<file path="config.mk">
export PLATFORM = sky130hd
export DESIGN_NAME = watchdog_interval_timer_ch1
export DESIGN_NICKNAME = d
export VERILOG_FILES = /design/src/hdl/wdt_ch1_pkg.sv /design/src/hdl/watchdog_interval_timer_ch1.sv
export VERILOG_INCLUDE_DIRS = /design/src /design/src/hdl
export SDC_FILE = /design/constraint.sdc
export NUM_CORES = 1
export LEC_CHECK = 0
export BUFFER_PORTS_ARGS = -buffer_cell sky130_fd_sc_hd__buf_2
export CAP_MARGIN = 0
export CORE_MARGIN = 2
export CORE_UTILIZATION = 28
export DETAILED_ROUTE_END_ITERATION = 12
export PLACE_DENSITY = 0.48
export SYNTH_ARGS = -nofsm -noshare
export SYNTH_HDL_FRONTEND = slang
export SYNTH_SLANG_ARGS = --single-unit
</file>
<file path="constraint.sdc">
create_clock -name i_clk -period 2.78 [get_ports i_clk]
set_input_delay 0.417 -clock i_clk [delete_from_list [all_inputs] [get_ports i_clk]]
set_output_delay 0.417 -clock i_clk [all_outputs]
set_load 0.02 [all_outputs]
</file>
<file path="src/hdl/wdt_ch1_consts.svh">
// Constants for watchdog/interval timer channel 1: offsets, fields, keys, counts.
// Assumes inclusion by bare name from the design file and the checker file.
`ifndef WDT_CH1_CONSTS_SVH
`define WDT_CH1_CONSTS_SVH

// Register addresses on the device port
`define WDT_ADDR_CONTROL_STATUS 1'h0
`define WDT_ADDR_COUNTER 1'h1

// Write keys carried in the upper byte
`define WDT_KEY_COUNTER 8'h5a
`define WDT_KEY_CONTROL 8'ha5

// Control/status field positions
`define WDT_BIT_OVERFLOW 7
`define WDT_BIT_MODE 6
`define WDT_BIT_ENABLE 5
`define WDT_BIT_PRESCALER 4
`define WDT_BIT_ACTION 3
`define WDT_CKS_MSB 2
`define WDT_CKS_LSB 0

// Reset values and counter maximum
`define WDT_CONTROL_RESET 7'h00
`define WDT_COUNTER_RESET 8'h00
`define WDT_COUNTER_MAX 8'hff

// Internal reset length in system clocks (518)
`define WDT_RESET_CYCLES 10'h206

`endif

</file>
<file path="src/hdl/wdt_ch1_pkg.sv">
// Types for watchdog/interval timer channel 1.
// Assumes the constants header sits beside it.
`default_nettype none
package wdt_ch1_pkg;
	typedef enum {
		st_run,
		st_reset_hold
	} wd_state_t;

	typedef logic [7:0] count_t;
endpackage

`default_nettype wire

</file>
<file path="src/hdl/watchdog_interval_timer_ch1.sv">
// Watchdog/interval timer channel 1 with keyed word-write register port.
// Assumes one system clock, synchronous inputs and a sampled sub-clock level.
`timescale 1ns/1ps
`default_nettype none
`include "wdt_ch1_consts.svh"

module watchdog_interval_timer_ch1 (
	input wire logic i_clk,
	input wire logic i_rst,
	input wire logic i_ce,
	input wire logic i_sub_clk,
	input wire logic i_ext_reset_pin,
	input wire logic i_wr_en,
	input wire logic i_wr_word,
	input wire logic [0:0] i_addr,
	input wire logic [15:0] i_wr_data,
	input wire logic i_rd_en,
	output logic [7:0] o_rd_data,
	output logic o_interval_irq,
	output logic o_nmi_req,
	output logic o_internal_reset,
	output logic o_reset_source_flag
);

	localparam int main_width = 17;
	localparam int sub_width = 8;

	// Divider exponents per clock select code
	localparam int main_exp [8] = '{1, 6, 7, 9, 11, 13, 15, 17};

	wdt_ch1_pkg::count_t watchdog_counter;
	logic [6:0] control;
	logic overflow_flag;
	logic clear_armed;
	logic [main_width-1:0] main_clock_prescaler;
	logic [sub_width-1:0] sub_clock_prescaler;
	logic sub_clk_q;
	wdt_ch1_pkg::wd_state_t state;
	logic [9:0] hold_count;

	logic timer_mode_select;
	logic count_enable_bit;
	logic prescaler_source_select;
	logic overflow_action;
	logic [2:0] clock_divide_sel;

	logic sub_edge;
	logic [7:0] main_tap;
	logic [7:0] sub_tap;
	logic tick;
	logic write_ok;
	logic counter_write;
	logic control_write;
	logic stop_write;
	logic overflow;
	logic watchdog_trip_reset;
	logic hold_done;
	logic next_overflow_flag;
	logic next_mode;
	logic [7:0] next_rd_data;
	wdt_ch1_pkg::count_t next_counter;
	logic status_read;
	logic watchdog_trip_nmi;

	assign timer_mode_select = control[`WDT_BIT_MODE];
	assign count_enable_bit = control[`WDT_BIT_ENABLE];
	assign prescaler_source_select = control[`WDT_BIT_PRESCALER];
	assign overflow_action = control[`WDT_BIT_ACTION];
	assign clock_divide_sel = control[`WDT_CKS_MSB:`WDT_CKS_LSB];

	// Keyed word writes; byte writes never land
	always_comb begin
		write_ok = 1'b0;
		counter_write = 1'b0;
		control_write = 1'b0;
		stop_write = 1'b0;
		if (i_wr_en && i_wr_word && (i_addr == `WDT_ADDR_CONTROL_STATUS)) begin
			write_ok = 1'b1;
		end
		if (write_ok) begin
			case (i_wr_data[15:8])
				`WDT_KEY_COUNTER: begin
					counter_write = 1'b1;
				end
				`WDT_KEY_CONTROL: begin
					control_write = 1'b1;
					stop_write = !i_wr_data[`WDT_BIT_ENABLE];
				end
				default: begin
					counter_write = 1'b0;
				end
			endcase
		end
	end

	// Sub-clock rising edge from the sampled level
	assign sub_edge = i_sub_clk && !sub_clk_q;

	// Tap pulses: low bits all ones means the divider wraps this cycle
	genvar g;
	generate
		for (g = 0; g < 8; g++) begin : g_tap
			localparam logic [main_width-1:0] main_mask = main_width'((33'h1 << main_exp[g]) - 33'h1);
			localparam logic [sub_width-1:0] sub_mask = sub_width'((9'h1 << (g + 1)) - 9'h1);
			assign main_tap[g] = ((main_clock_prescaler & main_mask) == main_mask);
			assign sub_tap[g] = sub_edge && ((sub_clock_prescaler & sub_mask) == sub_mask);
		end
	endgenerate

	// Selected prescaler output
	always_comb begin
		if (prescaler_source_select) begin
			tick = sub_tap[clock_divide_sel];
		end else begin
			tick = main_tap[clock_divide_sel];
		end
	end

	// Wrap only while counting and not overridden by a write
	always_comb begin
		overflow = 1'b0;
		if (count_enable_bit && !stop_write && !counter_write && tick) begin
			overflow = (watchdog_counter == `WDT_COUNTER_MAX);
		end
	end

	assign watchdog_trip_reset = overflow && timer_mode_select && overflow_action;
	assign watchdog_trip_nmi = overflow && timer_mode_select && !overflow_action;
	assign hold_done = (state == wdt_ch1_pkg::st_reset_hold) && (hold_count == `WDT_RESET_CYCLES - 10'h001);
	assign status_read = i_rd_en && (i_addr == `WDT_ADDR_CONTROL_STATUS);

	// Mode as it stands after this edge's write
	always_comb begin
		next_mode = timer_mode_select;
		if (control_write) begin
			next_mode = i_wr_data[`WDT_BIT_MODE];
		end
	end

	// Counter next value; a write beats a coinciding tick
	always_comb begin
		next_counter = watchdog_counter;
		if (stop_write || !count_enable_bit) begin
			next_counter = `WDT_COUNTER_RESET;
		end else if (counter_write) begin
			next_counter = i_wr_data[7:0];
		end else if (tick) begin
			next_counter = watchdog_counter + 8'h01;
		end
	end

	// Read mux: counter or flag with control bits
	always_comb begin
		if (i_addr == `WDT_ADDR_COUNTER) begin
			next_rd_data = watchdog_counter;
		end else begin
			next_rd_data = {overflow_flag, control};
		end
	end

	// Overflow flag next value; a new overflow beats every clear
	always_comb begin
		next_overflow_flag = overflow_flag;
		if (overflow) begin
			next_overflow_flag = 1'b1;
		end else if (stop_write) begin
			next_overflow_flag = 1'b0;
		end else if (control_write && clear_armed && !i_wr_data[`WDT_BIT_OVERFLOW]) begin
			next_overflow_flag = 1'b0;
		end else if (hold_done) begin
			next_overflow_flag = 1'b0;
		end
	end

	// Main-clock prescaler, free running
	always_ff @(posedge i_clk) begin
		if (i_rst) begin
			main_clock_prescaler <= '0;
		end else if (i_ce) begin
			main_clock_prescaler <= main_clock_prescaler + main_width'(1);
		end
	end

	// Sub-clock prescaler, steps on each sub-clock rising edge
	always_ff @(posedge i_clk) begin
		if (i_rst) begin
			sub_clk_q <= 1'b0;
			sub_clock_prescaler <= '0;
		end else if (i_ce) begin
			sub_clk_q <= i_sub_clk;
			if (sub_edge) begin
				sub_clock_prescaler <= sub_clock_prescaler + sub_width'(1);
			end
		end
	end

	// Control bits
	always_ff @(posedge i_clk) begin
		if (i_rst) begin
			control <= `WDT_CONTROL_RESET;
		end else if (i_ce) begin
			if (control_write) begin
				control <= i_wr_data[6:0];
			end
		end
	end

	// Counter
	always_ff @(posedge i_clk) begin
		if (i_rst) begin
			watchdog_counter <= `WDT_COUNTER_RESET;
		end else if (i_ce) begin
			watchdog_counter <= next_counter;
		end
	end

	// Overflow flag and its read-before-clear arming
	always_ff @(posedge i_clk) begin
		if (i_rst) begin
			overflow_flag <= 1'b0;
			clear_armed <= 1'b0;
		end else if (i_ce) begin
			overflow_flag <= next_overflow_flag;
			if (!next_overflow_flag) begin
				clear_armed <= 1'b0;
			end else if (status_read && overflow_flag) begin
				clear_armed <= 1'b1;
			end
		end
	end

	// Interval request follows the flag in interval mode
	always_ff @(posedge i_clk) begin
		if (i_rst) begin
			o_interval_irq <= 1'b0;
		end else if (i_ce) begin
			o_interval_irq <= next_overflow_flag && !next_mode;
		end
	end

	// Non-maskable request pulse
	always_ff @(posedge i_clk) begin
		if (i_rst) begin
			o_nmi_req <= 1'b0;
		end else if (i_ce) begin
			o_nmi_req <= watchdog_trip_nmi;
		end
	end

	// Internal reset hold sequence
	always_ff @(posedge i_clk) begin
		if (i_rst) begin
			state <= wdt_ch1_pkg::st_run;
			hold_count <= '0;
			o_internal_reset <= 1'b0;
		end else if (i_ce) begin
			case (state)
				wdt_ch1_pkg::st_run: begin
					hold_count <= '0;
					if (watchdog_trip_reset && !i_ext_reset_pin) begin
						state <= wdt_ch1_pkg::st_reset_hold;
						o_internal_reset <= 1'b1;
					end
				end
				wdt_ch1_pkg::st_reset_hold: begin
					if (i_ext_reset_pin || hold_done) begin
						state <= wdt_ch1_pkg::st_run;
						o_internal_reset <= 1'b0;
					end else begin
						hold_count <= hold_count + 10'h001;
					end
				end
				default: begin
					state <= wdt_ch1_pkg::st_run;
					o_internal_reset <= 1'b0;
				end
			endcase
		end
	end

	// Reset source: pin wins over a coinciding watchdog trip
	always_ff @(posedge i_clk) begin
		if (i_rst) begin
			o_reset_source_flag <= 1'b1;
		end else if (i_ce) begin
			if (i_ext_reset_pin) begin
				o_reset_source_flag <= 1'b1;
			end else if (watchdog_trip_reset && state == wdt_ch1_pkg::st_run) begin
				o_reset_source_flag <= 1'b0;
			end
		end
	end

	// Read port
	always_ff @(posedge i_clk) begin
		if (i_rst) begin
			o_rd_data <= 8'h00;
		end else if (i_ce) begin
			if (i_rd_en) begin
				o_rd_data <= next_rd_data;
			end
		end
	end

endmodule // watchdog_interval_timer_ch1

`default_nettype wire

</file>
Word-level counts from Yosys, hierarchy flattened
Index checks and enable logic that the tools add are counted.

Flip-flop bits (word level): 97. Latch bits: 0. Memory bits (writable): 0. Bits in read-only memories: 0. Input port bits: 25. Word-level logic and storage cells: 127. Memories kept: 0.

$add $sub $neg: 4. $mul: 0. Divide/modulo/power cells: 0. Magnitude comparators: 1. Equal/unequal tests: 24. Shift operators: 0. Multiplexer cells: 34. Bitwise gates (word level): 1. Reductions and logical operators: 49.

Operator list (count): $logic_not 32->1 (2); $mux 32 (2); $pmux 32 s2 (1); $eq 32x1->1 const B (1); $eq 32x2->1 const B (1); $mux 8 (4); $logic_and 1x1->1 (25); $eq 8x8->1 const B (3); $mux 1 (22); $pmux 10 s2 (1); $add 17x1->17 const B (1); $eq 17x17->1 const B (1); $add 8x1->8 const B (2); $eq 15x15->1 const B (1); $eq 7x7->1 const B (2); $eq 13x13->1 const B (1); $eq 6x6->1 const B (2); $reduce_and 2->1 (6); $eq 11x11->1 const B (1); $add 10x1->10 const B (1); $eq 10x10->1 const B (1); $mux 10 (1); $eq 9x9->1 const B (1); $logic_not 1->1 (9); other kinds (15) (21).

Longest topological paths before layout
Depth in word-level cells: 14. Mapped depth: 11. Depth with buffers taken out: 11.

Worst setup path before layout
Ideal clock, no wire load.

Path type: register to register. From: register main_clock_prescaler[0]. To: register watchdog_counter[3]. Data arrival time: 2225 ps. Data required time: 2659 ps. Path slack: 434 ps. Stages on the path, launching flop included: 12. Buffers on the path: 0. Cell sequence: dfxtp_1 ha_1 nand4_2 nor2_1 and3_1 ha_1 nand2_1 nand2_1 o2111ai_1 nand3_2 o21ai_2 mux2_2.

Word-level cells in the longest chain between the ends: 6. Elaborated cells between the ends (all ways): 12. Those cells by class: eq/ne (7); mux (3); reduce/logical (2).

Ends and longest elaborated chain: start, declared (line watchdog_interval_timer_ch1.sv:35) `logic [main_width-1:0] main_clock_prescaler;`; start signal, assigned (line watchdog_interval_timer_ch1.sv:180) `main_clock_prescaler <= main_clock_prescaler + main_width'(1);`; $eq 17x17->1 (tied with other cells) (line watchdog_interval_timer_ch1.sv:105) `assign main_tap[g] = ((main_clock_prescaler & main_mask) == main_mask);`; $bmux 1 s3 (*) (line watchdog_interval_timer_ch1.sv:115) `tick = main_tap[clock_divide_sel];`; $mux 1 (implied by the code) (*) (line watchdog_interval_timer_ch1.sv:115); $mux 1 (*) (line watchdog_interval_timer_ch1.sv:112) `if (prescaler_source_select) begin`; $reduce_bool 3->1 (no source line) (*); $reduce_and 2->1 (no source line) (*); end signal, assigned (line watchdog_interval_timer_ch1.sv:211) `` watchdog_counter <= `WDT_COUNTER_RESET; ``; end signal, assigned (line watchdog_interval_timer_ch1.sv:213) `watchdog_counter <= next_counter;`; end, declared (line watchdog_interval_timer_ch1.sv:31) `wdt_ch1_pkg::count_t watchdog_counter;`.

Mark *: on every way between the ends. The rest lies on a longest branch, timed or not. The select of a mux whose other input is x is not followed. A chain may end at the register's enable or synchronous reset.

Final worst setup path
From: register main_clock_prescaler[0]. To: register o_reset_source_flag.

Word-level cells in the longest chain between the ends: 11. Elaborated cells between the ends (all ways): 17. Those cells by class: eq/ne (7); mux (4); reduce/logical (6).

Ends and longest elaborated chain: $eq 17x17->1 (tied with other cells) (line watchdog_interval_timer_ch1.sv:105); $bmux 1 s3 (*) (line watchdog_interval_timer_ch1.sv:115); $mux 1 (implied by the code) (*) (line watchdog_interval_timer_ch1.sv:115); $mux 1 (*) (line watchdog_interval_timer_ch1.sv:112); $logic_and 1x1->1 (*) (line watchdog_interval_timer_ch1.sv:122) `if (count_enable_bit && !stop_write && !counter_write && tick) begin`; $mux 1 (*) (line watchdog_interval_timer_ch1.sv:122); $logic_and 1x1->1 (*) (2 in series) (line watchdog_interval_timer_ch1.sv:127) `assign watchdog_trip_reset = overflow && timer_mode_select && overflow_action;`; $logic_and 1x1->1 (*) (line watchdog_interval_timer_ch1.sv:288) `end else if (watchdog_trip_reset && state == wdt_ch1_pkg::st_run) begin`; $reduce_bool 2->1 (no source line) (*); $reduce_and 2->1 (no source line) (*); end signal, assigned (line watchdog_interval_timer_ch1.sv:284) `o_reset_source_flag <= 1'b1;`; end signal, assigned (line watchdog_interval_timer_ch1.sv:287) `o_reset_source_flag <= 1'b1;`; end signal, assigned (line watchdog_interval_timer_ch1.sv:289) `o_reset_source_flag <= 1'b0;`; end, declared (line watchdog_interval_timer_ch1.sv:22) `output logic o_reset_source_flag`.

Marks and branches as above.

==> impl_metrics.yaml <==
yosys:
  yosysTopAreaCell: "dfxtp_1"
  synth_ff_type: "dfxtp_1"
  syn_area_sq_um: 3401
  async_flop_share_pct: 0
  synth_common_cells: "65 x dfxtp_1, 57 x nor2_1, 32 x nand2_1, 25 x a21oi_1, 24 x nand3_1"
  postSynthAreaPerCell_sq_um: 8.335
  synth.most_common_cell: "dfxtp_1"
  synth_top_area_share_pct: 38.26
  netlist_top_cells_area: "dfxtp_1 38%, nor2_1 6.3%, mux2i_1 5.9%, xor2_1 4.9%, a21oi_1 3.7%"
  synth_edf_count: 0
  syn_nets: 442
  ys_types: 62
  synth_cells: 408
  yosys_warnings: 0
  synth_seq_area_share_pct: 38.26
  synth-seq-cells: 65
cells_and_area:
  fin_area_sq_um: 4028
  final_cells: 594
  antenna-diode-count: 0
  fill_cells: 1263
  drive_above_1_share_pct: 15.88
  area_growth_pct: 18.43
  finalNetCount: 476
timing:
  post-route-min-period_ns: 2.472
  setup_violations: 0
  slew_headroom_pct: 61.63
  fin_worst_skew_ns: 0.006089
  slew_violations: 0
  final_hold_viol_count: 0
  max_freq_mhz: 404.5
  rsz0062_at_grt: "false"
  worstMarginPinSlew_ns: 0.5755
  fin_crit_sh_pct: 88.94
  setup_tns_ns: 0
pwr:
  powerDensity_nw_per_um2: 549.6
  clkPwrFrac_pct: 50.8
  p_seq_share_pct: 43.2
  irDropWorstVdd_mv: 0.2595
  swShare_pct: 23.71
  p_total_mw: 2.214
  p_int_mw: 1.689
  share_comb_of_total_power_pct: 6.0
  switching_power_mw: 0.5249
  leakagePower_nw: 1.508
clock_tree:
  cts-root-buf: "clkbuf_16"
  htree_levels: 3
  clk_latency_ns: 0.34
  cts_tree: "yes"
  clk_path_buf_depth: 2
  clk_pin_slew_worst_paths_ns: 0.06
  cts.sinks: 65
  numCtsBuffers: 9
  postCtsHoldBufs: 0
grt:
  antenna_found_initial: 0
  globalRouteOverflowTotal: 0
  grt_usage_pct: 13.56
  grt_max_degree: 33
  grt_pass1_vias: 2758
  grt_first_pass_wirelength_mm: 13.77
routing:
  vias: 2940
  wl_met2_mm: 3.851
  routed.top_layer: "met4"
  drt-met1-wl_mm: 4.107
  wire_per_inst_um: 14.08
  first_pass_iters: 4
  routed_via_density: 4.949
  drc: 0
  drtIter0Drc: 140
  dr_wl_met3_um: 236
  wl_mm: 8.361
  antenna_left: 0
critical_path:
  path_class: "reg -> reg"
  required_ns: 3.01
  endpoint_kind: "flop"
  reg2reg_from: "main_clock_prescaler[0]"
  worstPathMaxFanout: 5
  crit_arrival_ns: 2.70
  worstSetupStartpointType: "flop"
  setup.worst_path.start: "main_clock_prescaler[0]"
die:
  initial_core_util_pct: 28.55
  die_w_um: 114.2
  die_y_um: 114.2
  dieArea_sq_um: 13040
  design.core.area_sq_um: 11910
  boundaryPins: 37
  row_count: 40
placed_design:
  post-dp-hpwl_mm: 5.984
  dpl_cell_area_sq_um: 3729
  dp.cells: 578
  io_buffers: 36
  gp_congestion: 0.7618
worst_hold_path:
  hold_start: "i_ext_reset_pin"
  hp-class: "in -> reg"
flow_run:
  maxCapViolCount: 0
status:
  outcome: "complete, no violations"
==> final cells by class <==
class                      instances  area [sq um]  area share, %
timing repair buffer              43         232.7          5.778
multi-input combinational        307          1953          48.49
inverter                          16         60.06          1.491
clock buffer                       9         225.2          5.592
sequential                        65          1301          32.31
clock inverter                     7         71.32          1.771
tap                              147         183.9          4.567
==> placed cells by master (no fill, tap or decap), types with 2 or more instances in the layout <==
cell / n
or2_2: 2
clkbuf_16: 9
a41oi_1: 2
a311o_1: 2
buf_2: 36
nor2_1: 56
a211oi_1: 8
o21ai_0: 13
nand2_1: 32
o311ai_0: 2
or3_1: 8
nor4_1: 3
mux2_2: 2
nand3b_1: 4
ha_1: 9
and3_1: 6
xor2_1: 19
clkinvlp_4: 3
dfxtp_1: 65
inv_1: 16
nor2b_1: 3
nor3b_1: 2
nand4_1: 13
and4bb_1: 2
nor3_1: 5
o211ai_1: 6
buf_4: 7
nand3_1: 24
clkinv_2: 2
nand2b_1: 4
a21oi_1: 25
mux2i_1: 20
xnor2_1: 6
==> power by group through the flow <==
stage               Combinational (mW)  Sequential, mW  Clock (mW)
global route                     0.149           0.957        1.19
floorplan                       0.0742           0.984           0
detailed placement               0.134           0.976           0
finish                           0.134           0.955        1.12
global placement                 0.133           0.975           0
CTS                              0.135           0.956        1.16
==> layer usage <==
metal | vias up | global-route usage, %
met1 | 1361 | 17.38
met5 | - | 0
li1 | 1523 | -
met3 | 10 | 3.229
met2 | 46 | 21.51
met4 | 0 | 6.423
==> critical path, cell delays in order, from the launching register on <==
cell and delay [ns]:
dfxtp_1 0.39, ha_1 0.22, nand4_2 0.16, nor2_2 0.23
and3_1 0.19, ha_1 0.14, nand2_1 0.05, nand2_1 0.08
o2111ai_1 0.17, a31oi_1 0.28, nand4_1 0.15, a221o_1 0.30
==> sequential cells by signal, summed over array words and instances, names as in the netlist <==
signal	cells
main_clock_prescaler	17
hold_count	10
o_rd_data	8
sub_clock_prescaler	8
watchdog_counter	8
control	7
clear_armed	1
o_interval_irq	1
o_nmi_req	1
o_reset_source_flag	1
overflow_flag	1
state	1
sub_clk_q	1
==> per-stage QoR <==
step / worst slack (ns) / util, % / hold WS (ns)
2_1_floorplan: 0.4338 / - / 0.4265
3_3_place_gp: 0.2865 / 31.30 / 0.4431
3_5_place_dp: 0.2097 / 31.30 / 0.4460
4_1_cts: 0.2104 / 33.79 / 0.3470
5_1_grt: 0.08072 / 33.81 / 0.3588
6_report: 0.3075 / 33.81 / 0.3637
==> what timing repair did <==
action	4_1_cts	5_1_grt
gates resized for setup	0	1
setup endpoints to repair	0	1
buffers inserted	0	0
==> kinds of logic after synthesis <==
logic type | Yosys count | synth area share [%]
multiplexers | 23 | 6.990
XOR/XNOR | 25 | 6.439
AND/OR/NAND/NOR | 175 | 26.16
buffers and inverters | 36 | 4.378
AO/OA/AOI/OAI | 75 | 14.46
flip-flops | 65 | 38.26
adder cells (fa/ha/maj) | 9 | 3.311
==> worst paths after layout <==
path         depth (start not counted)                   to  slack [ns]
min reg2reg                          2          clear_armed        0.45
min                                  2  o_reset_source_flag        0.36
max                                 11  o_reset_source_flag        0.31
max reg2reg                         11  o_reset_source_flag        0.31
No activity file was read; power rests on OpenSTA's default activity.
